File: config.mk
export PLATFORM = sky130hd
export DESIGN_NAME = tlp_regs
export DESIGN_NICKNAME = d
export VERILOG_FILES = /design/src/core/tlp_pkg.sv /design/src/core/tlp_victim.sv /design/src/core/tlp_regs.sv
export SDC_FILE = /design/constraint.sdc
export NUM_CORES = 1
export LEC_CHECK = 0
export BUFFER_PORTS_ARGS = -buffer_cell sky130_fd_sc_hd__buf_2
export CORE_AREA = 2 2 190 192
export DETAILED_ROUTE_END_ITERATION = 16
export DIE_AREA = 0 0 192 194
export SYNTH_ARGS = -nofsm -noshare
export SYNTH_HDL_FRONTEND = slang
export SYNTH_SLANG_ARGS = --single-unit
File: constraint.sdc
create_clock -name clk_sys_in -period 5.43 [get_ports clk_sys_in]
set_clock_uncertainty 0.2 [all_clocks]
set_input_delay 0.543 -clock clk_sys_in [delete_from_list [all_inputs] [get_ports clk_sys_in]]
set_output_delay 0.543 -clock clk_sys_in [all_outputs]
set_load 0.005 [all_outputs]
File: src/core/tlp_pkg.sv
package tlp_pkg;
   // register and field layout of the staging pair
   localparam int REG_W = 64;
   localparam int VICTIM_W = 32;
   localparam int GLOBAL_BIT = 0;
   localparam int VALID_BIT = 1;
   localparam int WRITE_BIT = 2;
   localparam int COH_LO = 3;
   localparam int COH_HI = 5;
   localparam int FRAME_LO = 6;
   localparam int FRAME_HI = 29;
   localparam int EXT_LO = 30;
   localparam int EXT_HI = 54;
   localparam int FRAME_W = FRAME_HI - FRAME_LO + 1;
   localparam int EXT_W = EXT_HI - EXT_LO + 1;
   localparam int PA_MAX_LARGE = 59;
   localparam int PA_MAX_R1 = 36;
   localparam int PA_MAX_SMALL = 34;
   localparam int SMALL_SHIFT = 2;
   localparam int PAGE_SHIFT = 12;
   // coherency encodings that must work
   localparam logic [2:0] COH_UNCACHED = 3'h2;
   localparam logic [2:0] COH_CACHED = 3'h3;
   // register selectors on the move port
   localparam logic [1:0] SEL_VICTIM = 2'h0;
   localparam logic [1:0] SEL_EVEN = 2'h1;
   localparam logic [1:0] SEL_ODD = 2'h2;
   localparam logic [1:0] SEL_NONE = 2'h3;
   typedef enum logic [1:0] {TLP_IDLE, TLP_AERR} tlp_state_e;
endpackage

File: src/core/tlp_victim.sv
`timescale 1ns/1ps
`default_nettype none
module tlp_victim #(
   parameter int ENTRIES = 48,
   parameter int IDX_W = 6
) (
   input wire logic clk_sys_in,
   input wire logic arst_n_in,
   input wire logic wired_write_in,
   input wire logic [IDX_W-1:0] wired_count_in,
   input wire logic advance_in,
   output logic [IDX_W-1:0] victim_out
);
   import tlp_pkg::*;
   localparam logic [IDX_W-1:0] TOP = IDX_W'(ENTRIES - 1);
   logic [IDX_W-1:0] victim_q;
   logic [IDX_W-1:0] victim_d;

   initial begin
      if (ENTRIES < 2 || (1 << IDX_W) < ENTRIES)
         $error("index width cannot hold entry count");
   end

   // count down, wrap from wired floor back to top
   always_comb begin
      victim_d = victim_q;
      if (wired_write_in) begin
         victim_d = TOP;
      end else if (advance_in) begin
         if (victim_q <= wired_count_in || victim_q > TOP)
            victim_d = TOP;
         else
            victim_d = victim_q - IDX_W'(1);
      end
   end

   // reset loads the upper bound
   always_ff @(posedge clk_sys_in or negedge arst_n_in) begin
      if (!arst_n_in)
         victim_q <= TOP;
      else
         victim_q <= victim_d;
   end

   assign victim_out = victim_q;

   chk_victim_bounds: assert property (@(posedge clk_sys_in)
      disable iff (!arst_n_in)
      (victim_q <= TOP) && (victim_q >= wired_count_in || $past(wired_write_in)
      || victim_q == TOP)) else $error("victim index out of range");
   chk_wired_reload: assert property (@(posedge clk_sys_in)
      disable iff (!arst_n_in)
      wired_write_in |=> victim_q == TOP) else $error("wired write did not reload");
endmodule
`default_nettype wire

File: src/core/tlp_regs.sv
`timescale 1ns/1ps
`default_nettype none
// Operation
// - victim index reads zero above the index field; upper writes ignored
// - victim index loads its upper bound at reset and on wired writes
// - victim index stays between wired count and entries minus one
// - after an address error both registers may be altered by hardware
// - high register writes do not update bad-address or context fields
// - fill bits above the implemented width ignore writes, read zero
// - first release frame field bits 29..6 maps address bits width-1..12
// - coherency field 5..3 supports encodings 2 and 3 at least
// - write-permit zero makes stores raise a modified fault
// - valid zero makes any access raise an invalid fault
// - TLB write stores AND of both global bits
// - global entries skip address space tag comparison
// - TLB read copies entry global bit into both registers
// - large addresses concatenate extension 54..30 with frame field
// - extension ignores writes, reads zero unless large addresses enabled
// - small pages map 33..10 shifted by two, otherwise 35..12
// - first release limits width to 36 bits and has no small pages
// - narrow widths let fill displace extension, frame top drops per bit
module tlp_regs #(
   parameter int PA_BITS = 36,
   parameter int RELEASE2 = 1,
   parameter int ENTRIES = 48,
   parameter int IDX_W = 6,
   parameter int ADDRESS_SPACE_TAG_W = 8
) (
   input wire logic clk_sys_in,
   input wire logic arst_n_in,
   // coprocessor move port
   input wire logic mov_wr_in,
   input wire logic [1:0] mov_sel_in,
   input wire logic [tlp_pkg::REG_W-1:0] mov_wdata_in,
   output logic [tlp_pkg::REG_W-1:0] mov_rdata_out,
   // mode inputs from configuration registers
   input wire logic large_addr_capable_in,
   input wire logic large_addr_enable_in,
   input wire logic small_page_capable_in,
   input wire logic small_page_enable_in,
   input wire logic wired_write_in,
   input wire logic [IDX_W-1:0] wired_count_in,
   input wire logic addr_error_in,
   // entry array side
   input wire logic tlb_write_in,
   input wire logic tlb_write_victim_in,
   output logic [tlp_pkg::REG_W-1:0] ent_even_out,
   output logic [tlp_pkg::REG_W-1:0] ent_odd_out,
   output logic ent_global_out,
   output logic [IDX_W-1:0] victim_idx_out,
   input wire logic tlb_read_in,
   input wire logic [tlp_pkg::REG_W-1:0] rd_even_in,
   input wire logic [tlp_pkg::REG_W-1:0] rd_odd_in,
   input wire logic rd_global_in,
   // translation check on a matched entry
   input wire logic chk_req_in,
   input wire logic chk_store_in,
   input wire logic chk_odd_in,
   input wire logic [ADDRESS_SPACE_TAG_W-1:0] chk_tag_in,
   input wire logic [ADDRESS_SPACE_TAG_W-1:0] cur_tag_in,
   output logic tag_match_out,
   output logic fault_invalid_out,
   output logic fault_modified_out,
   output logic [tlp_pkg::PA_MAX_LARGE-1:0] phys_page_out
);
   import tlp_pkg::*;

   logic [REG_W-1:0] even_q;
   logic [REG_W-1:0] odd_q;
   logic [REG_W-1:0] wmask;
   logic [REG_W-1:0] rmask_even;
   logic [REG_W-1:0] rmask_odd;
   logic large_on;
   logic small_on;
   logic [IDX_W-1:0] victim;
   tlp_state_e state_q;
   logic inv_q;
   logic mod_q;
   logic match_q;
   logic [PA_MAX_LARGE-1:0] page_q;
   logic [REG_W-1:0] half;
   logic [FRAME_W+EXT_W-1:0] page_frame_field;

   initial begin
      if (RELEASE2 == 0 && PA_BITS > PA_MAX_R1)
         $error("first release limits address width");
      if (PA_BITS > PA_MAX_LARGE || PA_BITS <= PAGE_SHIFT)
         $error("unsupported address width");
   end

   // enables; first release never has small pages or extension
   assign large_on = (RELEASE2 != 0) && large_addr_capable_in && large_addr_enable_in;
   assign small_on = (RELEASE2 != 0) && small_page_capable_in && small_page_enable_in;

   // writable bit mask as a function of width and modes
   function automatic logic [REG_W-1:0] frame_mask(input logic lg, input logic sm);
      int top;
      logic [REG_W-1:0] m;
      m = '0;
      top = sm ? (PA_BITS - PAGE_SHIFT + SMALL_SHIFT) : (PA_BITS - PAGE_SHIFT);
      if (!lg && top > FRAME_W)
         top = FRAME_W;
      if (top > FRAME_W + EXT_W)
         top = FRAME_W + EXT_W;
      for (int i = 0; i < FRAME_W + EXT_W; i++)
         if (i < top)
            m[FRAME_LO + i] = 1'b1;
      m[COH_HI:GLOBAL_BIT] = '1;
      return m;
   endfunction

   assign wmask = frame_mask(large_on, small_on);

   // write merge keeps fill bits at zero
   function automatic logic [REG_W-1:0] merge(input logic [REG_W-1:0] v,
                                             input logic [REG_W-1:0] m);
      return v & m;
   endfunction

   // even page register
   always_ff @(posedge clk_sys_in or negedge arst_n_in) begin
      if (!arst_n_in)
         even_q <= '0;
      else if (tlb_read_in) begin
         even_q <= merge(rd_even_in, wmask);
         even_q[GLOBAL_BIT] <= rd_global_in;
      end else if (mov_wr_in && mov_sel_in == SEL_EVEN)
         even_q <= merge(mov_wdata_in, wmask);
   end

   // odd page register
   always_ff @(posedge clk_sys_in or negedge arst_n_in) begin
      if (!arst_n_in)
         odd_q <= '0;
      else if (tlb_read_in) begin
         odd_q <= merge(rd_odd_in, wmask);
         odd_q[GLOBAL_BIT] <= rd_global_in;
      end else if (mov_wr_in && mov_sel_in == SEL_ODD)
         odd_q <= merge(mov_wdata_in, wmask);
   end

   // address error marks contents undefined; hardware leaves them untouched
   always_ff @(posedge clk_sys_in or negedge arst_n_in) begin
      if (!arst_n_in)
         state_q <= TLP_IDLE;
      else if (addr_error_in)
         state_q <= TLP_AERR;
      else if (mov_wr_in && mov_sel_in != SEL_VICTIM && mov_sel_in != SEL_NONE)
         state_q <= TLP_IDLE;
   end

   tlp_victim #(
      .ENTRIES(ENTRIES),
      .IDX_W(IDX_W)
   ) u_victim (
      .clk_sys_in(clk_sys_in),
      .arst_n_in(arst_n_in),
      .wired_write_in(wired_write_in),
      .wired_count_in(wired_count_in),
      .advance_in(tlb_write_victim_in),
      .victim_out(victim)
   );

   // read masks hide extension when large addresses are off
   assign rmask_even = wmask;
   assign rmask_odd = wmask;

   // read mux; victim zero-extended above its index field
   always_comb begin
      case (mov_sel_in)
         SEL_VICTIM: mov_rdata_out = REG_W'(victim);
         SEL_EVEN: mov_rdata_out = even_q & rmask_even;
         SEL_ODD: mov_rdata_out = odd_q & rmask_odd;
         default: mov_rdata_out = '0;
      endcase
   end

   // entry write values; high register writes do not touch anything here
   assign ent_even_out = even_q & rmask_even;
   assign ent_odd_out = odd_q & rmask_odd;
   assign ent_global_out = even_q[GLOBAL_BIT] & odd_q[GLOBAL_BIT];
   assign victim_idx_out = victim;

   // selected half and its implemented frame bits
   assign half = chk_odd_in ? odd_q : even_q;
   assign page_frame_field = half[EXT_HI:FRAME_LO] & wmask[EXT_HI:FRAME_LO];

   // translation check of the selected half
   always_ff @(posedge clk_sys_in or negedge arst_n_in) begin
      if (!arst_n_in) begin
         inv_q <= 1'b0;
         mod_q <= 1'b0;
         match_q <= 1'b0;
         page_q <= '0;
      end else if (chk_req_in) begin
         match_q <= ent_global_out || (chk_tag_in == cur_tag_in);
         inv_q <= !half[VALID_BIT];
         mod_q <= half[VALID_BIT] && chk_store_in && !half[WRITE_BIT];
         if (small_on)
            page_q <= PA_MAX_LARGE'(page_frame_field) << (PAGE_SHIFT - SMALL_SHIFT);
         else
            page_q <= PA_MAX_LARGE'(page_frame_field) << PAGE_SHIFT;
      end else begin
         inv_q <= 1'b0;
         mod_q <= 1'b0;
      end
   end

   // coherency bits stored as written; encodings 2 and 3 always pass through
   assign tag_match_out = match_q;
   assign fault_invalid_out = inv_q;
   assign fault_modified_out = mod_q;
   assign phys_page_out = page_q;

   // a cleared even global bit clears the entry's global bit
   chk_global_and: assert property (@(posedge clk_sys_in)
      disable iff (!arst_n_in)
      mov_wr_in && mov_sel_in == SEL_EVEN && !tlb_read_in && !mov_wdata_in[GLOBAL_BIT]
      |=> !ent_global_out) else $error("global bit not AND of pair");
   // a TLB read copies the entry global bit into both halves
   chk_read_global: assert property (@(posedge clk_sys_in)
      disable iff (!arst_n_in)
      tlb_read_in |=> even_q[GLOBAL_BIT] == $past(rd_global_in)
      && odd_q[GLOBAL_BIT] == $past(rd_global_in)) else $error("read global lost");
   // a TLB read loads the even half from the even entry word
   chk_read_even: assert property (@(posedge clk_sys_in)
      disable iff (!arst_n_in)
      tlb_read_in |=> even_q[COH_HI:VALID_BIT] == $past(rd_even_in[COH_HI:VALID_BIT]))
      else $error("read even half lost");
   // an even move write never leaves fill bits set
   chk_fill_zero: assert property (@(posedge clk_sys_in)
      disable iff (!arst_n_in)
      mov_wr_in && mov_sel_in == SEL_EVEN && !tlb_read_in |=> (even_q & ~$past(wmask)) == '0)
      else $error("fill bits not zero");
   // extension hidden on read while large addresses are off
   chk_ext_off: assert property (@(posedge clk_sys_in)
      disable iff (!arst_n_in)
      !large_on |-> mov_rdata_out[EXT_HI:EXT_LO] == '0) else $error("extension visible");
   // extension dropped on write while large addresses are off
   chk_ext_write: assert property (@(posedge clk_sys_in)
      disable iff (!arst_n_in)
      mov_wr_in && mov_sel_in == SEL_EVEN && !large_on && !tlb_read_in
      |=> even_q[EXT_HI:EXT_LO] == '0) else $error("extension stored");
   // victim index reads zero above its field
   chk_victim_upper: assert property (@(posedge clk_sys_in)
      disable iff (!arst_n_in)
      mov_sel_in == SEL_VICTIM |-> mov_rdata_out[REG_W-1:IDX_W] == '0)
      else $error("victim upper bits set");
   // victim index ignores move writes
   chk_victim_ignore: assert property (@(posedge clk_sys_in)
      disable iff (!arst_n_in)
      mov_wr_in && mov_sel_in == SEL_VICTIM && !tlb_write_victim_in && !wired_write_in
      |=> $stable(victim_idx_out)) else $error("victim index written");
   // invalid half faults any access
   chk_invalid_fault: assert property (@(posedge clk_sys_in)
      disable iff (!arst_n_in)
      chk_req_in && !half[VALID_BIT] |=> fault_invalid_out)
      else $error("invalid fault missing");
   // store to a valid read-only half faults
   chk_modified_fault: assert property (@(posedge clk_sys_in)
      disable iff (!arst_n_in)
      chk_req_in && chk_store_in && half[VALID_BIT] && !half[WRITE_BIT] |=> fault_modified_out)
      else $error("modified fault missing");
   // store to a writable half passes
   chk_store_allowed: assert property (@(posedge clk_sys_in)
      disable iff (!arst_n_in)
      chk_req_in && half[VALID_BIT] && half[WRITE_BIT] |=> !fault_modified_out)
      else $error("store refused");
   // faults stand for one cycle per check
   chk_fault_pulse: assert property (@(posedge clk_sys_in)
      disable iff (!arst_n_in)
      !chk_req_in |=> !fault_invalid_out && !fault_modified_out)
      else $error("fault held too long");
   // global entries match whatever the tag
   chk_global_match: assert property (@(posedge clk_sys_in)
      disable iff (!arst_n_in)
      chk_req_in && ent_global_out |=> tag_match_out) else $error("global entry missed");
   // private entries with another tag miss
   chk_tag_miss: assert property (@(posedge clk_sys_in)
      disable iff (!arst_n_in)
      chk_req_in && !ent_global_out && chk_tag_in != cur_tag_in |=> !tag_match_out)
      else $error("foreign tag matched");
   // even and odd move writes land in their own halves
   chk_even_write: assert property (@(posedge clk_sys_in)
      disable iff (!arst_n_in)
      mov_wr_in && mov_sel_in == SEL_EVEN && !tlb_read_in |=> even_q[COH_HI:GLOBAL_BIT]
      == $past(mov_wdata_in[COH_HI:GLOBAL_BIT])) else $error("even write lost");
   chk_odd_write: assert property (@(posedge clk_sys_in)
      disable iff (!arst_n_in)
      mov_wr_in && mov_sel_in == SEL_ODD && !tlb_read_in |=> odd_q[COH_HI:GLOBAL_BIT]
      == $past(mov_wdata_in[COH_HI:GLOBAL_BIT])) else $error("odd write lost");
   // address error leaves the pair as it was
   chk_aerr_keep: assert property (@(posedge clk_sys_in)
      disable iff (!arst_n_in)
      addr_error_in && !mov_wr_in && !tlb_read_in |=> $stable(even_q) && $stable(odd_q))
      else $error("pair altered on address error");

   // main scenarios
   cov_tlb_read: cover property (@(posedge clk_sys_in) tlb_read_in);
   cov_fault: cover property (@(posedge clk_sys_in) fault_modified_out);
   cov_large: cover property (@(posedge clk_sys_in) large_on && mov_wr_in);
   cov_addr_error: cover property (@(posedge clk_sys_in) state_q == TLP_AERR);
   cov_entry_write: cover property (@(posedge clk_sys_in) tlb_write_in);
endmodule
`default_nettype wire

* After elaboration in Yosys (flattened, before gate mapping) *
Index checks and enable logic that the tools add are counted.

operators by class
  add/sub/neg operators = 1
  $lt $le $gt $ge = 53
  eq/ne operators = 3
  multiplexer cells = 64
  bitwise logic cells = 7
  reduce and logical (&&, ||, !) cells = 16

operator list
  cell                 count
  $lt 7x32->1 const A  17
  $lt 6x32->1 const A  16
  $and 64x55->64       5
  $lt 5x32->1 const A  8
  $mux 64              4
  $pmux 64 s3          1
  $lt 4x32->1 const A  4
  $lt 3x32->1 const A  2
  $mux 32              2
  $mux 59              1
  $mux 55              1
  $mux 1               51
  $and 49x49->49       1
  $gt 32x7->1 const B  1
  $lt 1x32->1 const A  1
  $lt 2x32->1 const A  1
  $mux 6               3
  $eq 8x8->1           1
  $logic_and 1x1->1    7
  $gt 6x6->1 const B   1
  $le 6x6->1           1
  $reduce_bool 2->1    3
  $sub 6x1->6 const B  1
  $gt 5x5->1 const B   1
  7 further kinds      10

storage, ports and cells
  register bits after elaboration = 196
  output and inout bits = 261
  word-level logic and storage cells = 151

* Depth between registers and ports, before layout *
  word-level depth = 12
  depth in mapped cells = 7
  mapped depth without buffers = 7

* By module *
A second synthesis with hierarchy kept.

second synthesis, totals
  cells, all modules = 758
  area, all modules = 7045.5 µm²

by module, submodules not included
  module      times used  cells an instance  area an instance (µm²)  sequential area each (µm²)
  tlp_regs    1           701                6546.3                  2377.3
  tlp_victim  1           57                 499.2                   156.4

* Least setup slack after synthesis *
No wires, ideal clock.

  kind = input to output
  start = input mov_sel_in[0]
  end = output mov_rdata_out[10] (netlist bit)
  arrival = 1.391 ns
  data required time = 4.687 ns
  slack = 3.296 ns
  stages on the path = 5
  path through = buf_4 -> nor2b_1 -> buf_2 -> clkbuf_1 -> a22o_1

between the ends
  longest elaborated chain between the ends = 2
  elaborated cells between the ends (all ways) = 4
  classes of those cells = eq/ne (2); mux (1); reduce/logical (1)

RTL lines
  element                             RTL line         RTL
  from (decl)                         tlp_regs.sv:33   input wire logic [1:0] mov_sel_in,
  $eq 2x2->1 (tied with other cells)  tlp_regs.sv:170  case (mov_sel_in)
  $pmux 64 s3 *                       tlp_regs.sv:170
  to (decl)                           tlp_regs.sv:35   output logic [tlp_pkg::REG_W-1:0] mov_rdata_out,

Mark *: on every way between the ends. The rest lies on a longest branch, timed or not.

* Worst setup path after layout *
  start = input mov_sel_in[0]
  end = output mov_rdata_out[30] (netlist bit)

The elaborated chain is that of the path after synthesis.

==> flow_metrics.env <==
export IMPL_crit_arrival_ns=2.15
export IMPL_worstMarginPinSlew_ns=1.13
export IMPL_slew_limit_headroom=0.245
export IMPL_cp_common_cell="buf_2"
export IMPL_hold_class="in -> async"
export IMPL_synth_area_sq_um=6940
export IMPL_yosys_area_top_type="dfrtp_1"
export IMPL_fin_util=0.230
export IMPL_syn_area_per_cell_sq_um=9.25
export IMPL_cts_buffers=9
export IMPL_worst_setup_path_end_kind="output pin"
export IMPL_drt_iter0_drc=146
export IMPL_overflow=0
export IMPL_powerDensity_nw_per_um2=258
export IMPL_max_cap_violations=0
export IMPL_path_cells="buf_2 -> nor2b_4 -> a22oi_1 -> nor2_1 -> buf_2"
export IMPL_gr_usage_all_layers=0.112
export IMPL_tns_ns=0
export IMPL_p_leak_nw=4.33
export IMPL_gp_congestion=0.780
export IMPL_viasPerCell=3.94
export IMPL_chipWidth_microns=192
export IMPL_max_clock_freq_ghz=0.346
export IMPL_num_io_pins=493
export IMPL_nets=1170
export IMPL_slowest_delay_ns=0.87
export IMPL_cts_setup_buffers=0
export IMPL_cts_root_buffer="clkbuf_16"
export IMPL_cts_sinks=101
export IMPL_status="completed"
export IMPL_row_count=69
export IMPL_peakVddDrop_uv=144
export IMPL_final_cells=1397
export IMPL_yosysSeqAreaShare=0.365
export IMPL_path_delay_family="simple AND/OR/NAND/NOR gates"
export IMPL_core_sq_um=35200
export IMPL_yosysTopAreaCellShare=0.346
export IMPL_ys_warn_count=0
export IMPL_rsz0062_at_grt="no"
export IMPL_ctsResizeCount=0
export IMPL_drt_pre_antenna_iters=4
export IMPL_ys_flop_type="dfrtp_1"
export IMPL_synth_edf_count=0
export IMPL_hold_violations=0
export IMPL_drc=0
export IMPL_diodes=0
export IMPL_numPlacedInstances=1381
export IMPL_die_area_sq_um=37200
export IMPL_dpl_instance_area_sq_um=7780
export IMPL_setup_violations=0
export IMPL_vias=5507
export IMPL_period_share=0.533
export IMPL_start_util=0.197
export IMPL_drive_gt1_frac=0.345
export IMPL_cts_tree="yes"
export IMPL_syn_instance_count=750
export IMPL_cts_buffer_depth=2
export IMPL_n_fill_cell=3923
export IMPL_clk_latency_ns=0.36
export IMPL_finalPower_w=0.00209
export IMPL_path_buf_inv=2
export IMPL_final_cell_area_sq_um=8110
export IMPL_clkSlewWorstSetupHoldPaths_ns=0.07
export IMPL_ctsHoldBuffers=0
export IMPL_synth_area_leaders="dfrtp_1 (35%), buf_4 (21%), mux2i_1 (10%)"
export IMPL_path_max_fanout=27
export IMPL_postRouteWirelength_mm=21.6
export IMPL_cp_required_ns=4.69
export IMPL_synth_seq_cells=101
export IMPL_die_h_microns=194
export IMPL_wl_per_cell_microns=15.5
export IMPL_antenna_left=0
export IMPL_grt_antenna_before_repair=0
export IMPL_drv_slew=0
export IMPL_grt_pass1_wl_mm=31.3
export IMPL_portBuffers=265
export IMPL_cts_max_level=3
export IMPL_grt_max_degree=69
export IMPL_startpoint_type="input pin"
export IMPL_path_class="in -> out"
export IMPL_grt_pass1_vias=5165
export IMPL_area_growth_pct=17.0
export IMPL_yosys_top_cells_count="buf_4 (190), dfrtp_1 (96), o21ai_0 (86)"
export IMPL_timing_critical_path_slowest_stage_cell="nor2b_4"
export IMPL_async_flop_share=1.00
export IMPL_yosysMostFrequentCell="buf_4"
export IMPL_period_needed_ns=2.89
export IMPL_dp_hpwl_mm=16.2
export IMPL_yosys_cell_types_count=43
[state kept, by name, summed over array words and instances, names as in the netlist]
register,cells
even_q,32
odd_q,32
phys_page_out,28
u_victim.victim_out,6
fault_invalid_out,1
fault_modified_out,1
tag_match_out,1
[power by group]
part	switching, W	internal (W)	total (W)
logic	0.000254	0.000207	0.000461
registers	0.0000749	0.000834	0.000909
clock network	0.000301	0.000421	0.000722
[per-stage QoR]
stage               setup WS [ns]  hold WS (ns)
detailed placement           2.17         0.294
global placement             2.17         0.282
global route                 2.38         0.108
CTS                          2.48        0.0740
floorplan                    3.30        0.0474
finish                       2.54        0.0482
[worst paths after layout]
kind	to	cells past startpoint	slack [ns]	startpoint
setup / recovery	mov_rdata_out[30]	5	2.54	mov_sel_in[0]
setup reg to reg	u_victim.victim_out[2]$_DFFE_PN1P_	6	3.32	u_victim.victim_out[5]$_DFFE_PN1P_
hold / removal	even_q[10]$_DFFE_PN0P_	1	0.05	arst_n_in
hold reg to reg	even_q[4]$_DFFE_PN0P_	2	0.31	even_q[4]$_DFFE_PN0P_
min in group clk_sys_in	u_victim.victim_out[1]$_DFFE_PN1P_	2	0.17	tlb_write_victim_in
max in group asynchronous	odd_q[0]$_DFFE_PN0P_	2	3.81	arst_n_in
[area by class of cell]
| type | instances | area (sq um) | share of cell area |
|---|---|---|---|
| flip-flops and latches | 101 | 2530 | 0.312 |
| multi-input cells | 517 | 3180 | 0.392 |
| clock inverters | 2 | 37.5 | 0.00463 |
| clock buffers | 14 | 294 | 0.0362 |
| well taps | 461 | 577 | 0.0711 |
| inverters | 31 | 116 | 0.0143 |
| repair buffers | 271 | 1380 | 0.170 |
[routing by layer]
metal	track usage	vias to the layer above	wire length, microns
met1	0.142	2657	9500
li1	-	2600	-
met2	0.190	238	10500
met5	0	-	0
met4	0.0297	0	227
met3	0.0264	12	1350
[cells by family after synthesis]
family,synth area share
adder cells (fa/ha/maj),0.0126
AND/OR/NAND/NOR,0.0718
buffers and inverters,0.247
flip-flops,0.365
multiplexers,0.141
AO/OA/AOI/OAI,0.150
XOR/XNOR,0.0114
other,0.000541
[cell usage in the layout, fill, tap and decap left out, types with 8 or more instances in the layout]
master       n
nor2_1      10
o21ai_0     86
conb_1     127
a22o_1      26
clkbuf_16    9
buf_4        8
buf_2      263
inv_1       31
xor2_1       8
mux2_2      24
a22oi_1     24
nand2_1     74
a21oi_1      8
mux2i_1     71
dfrtp_1     96
(Power assumes the default switching activity.)
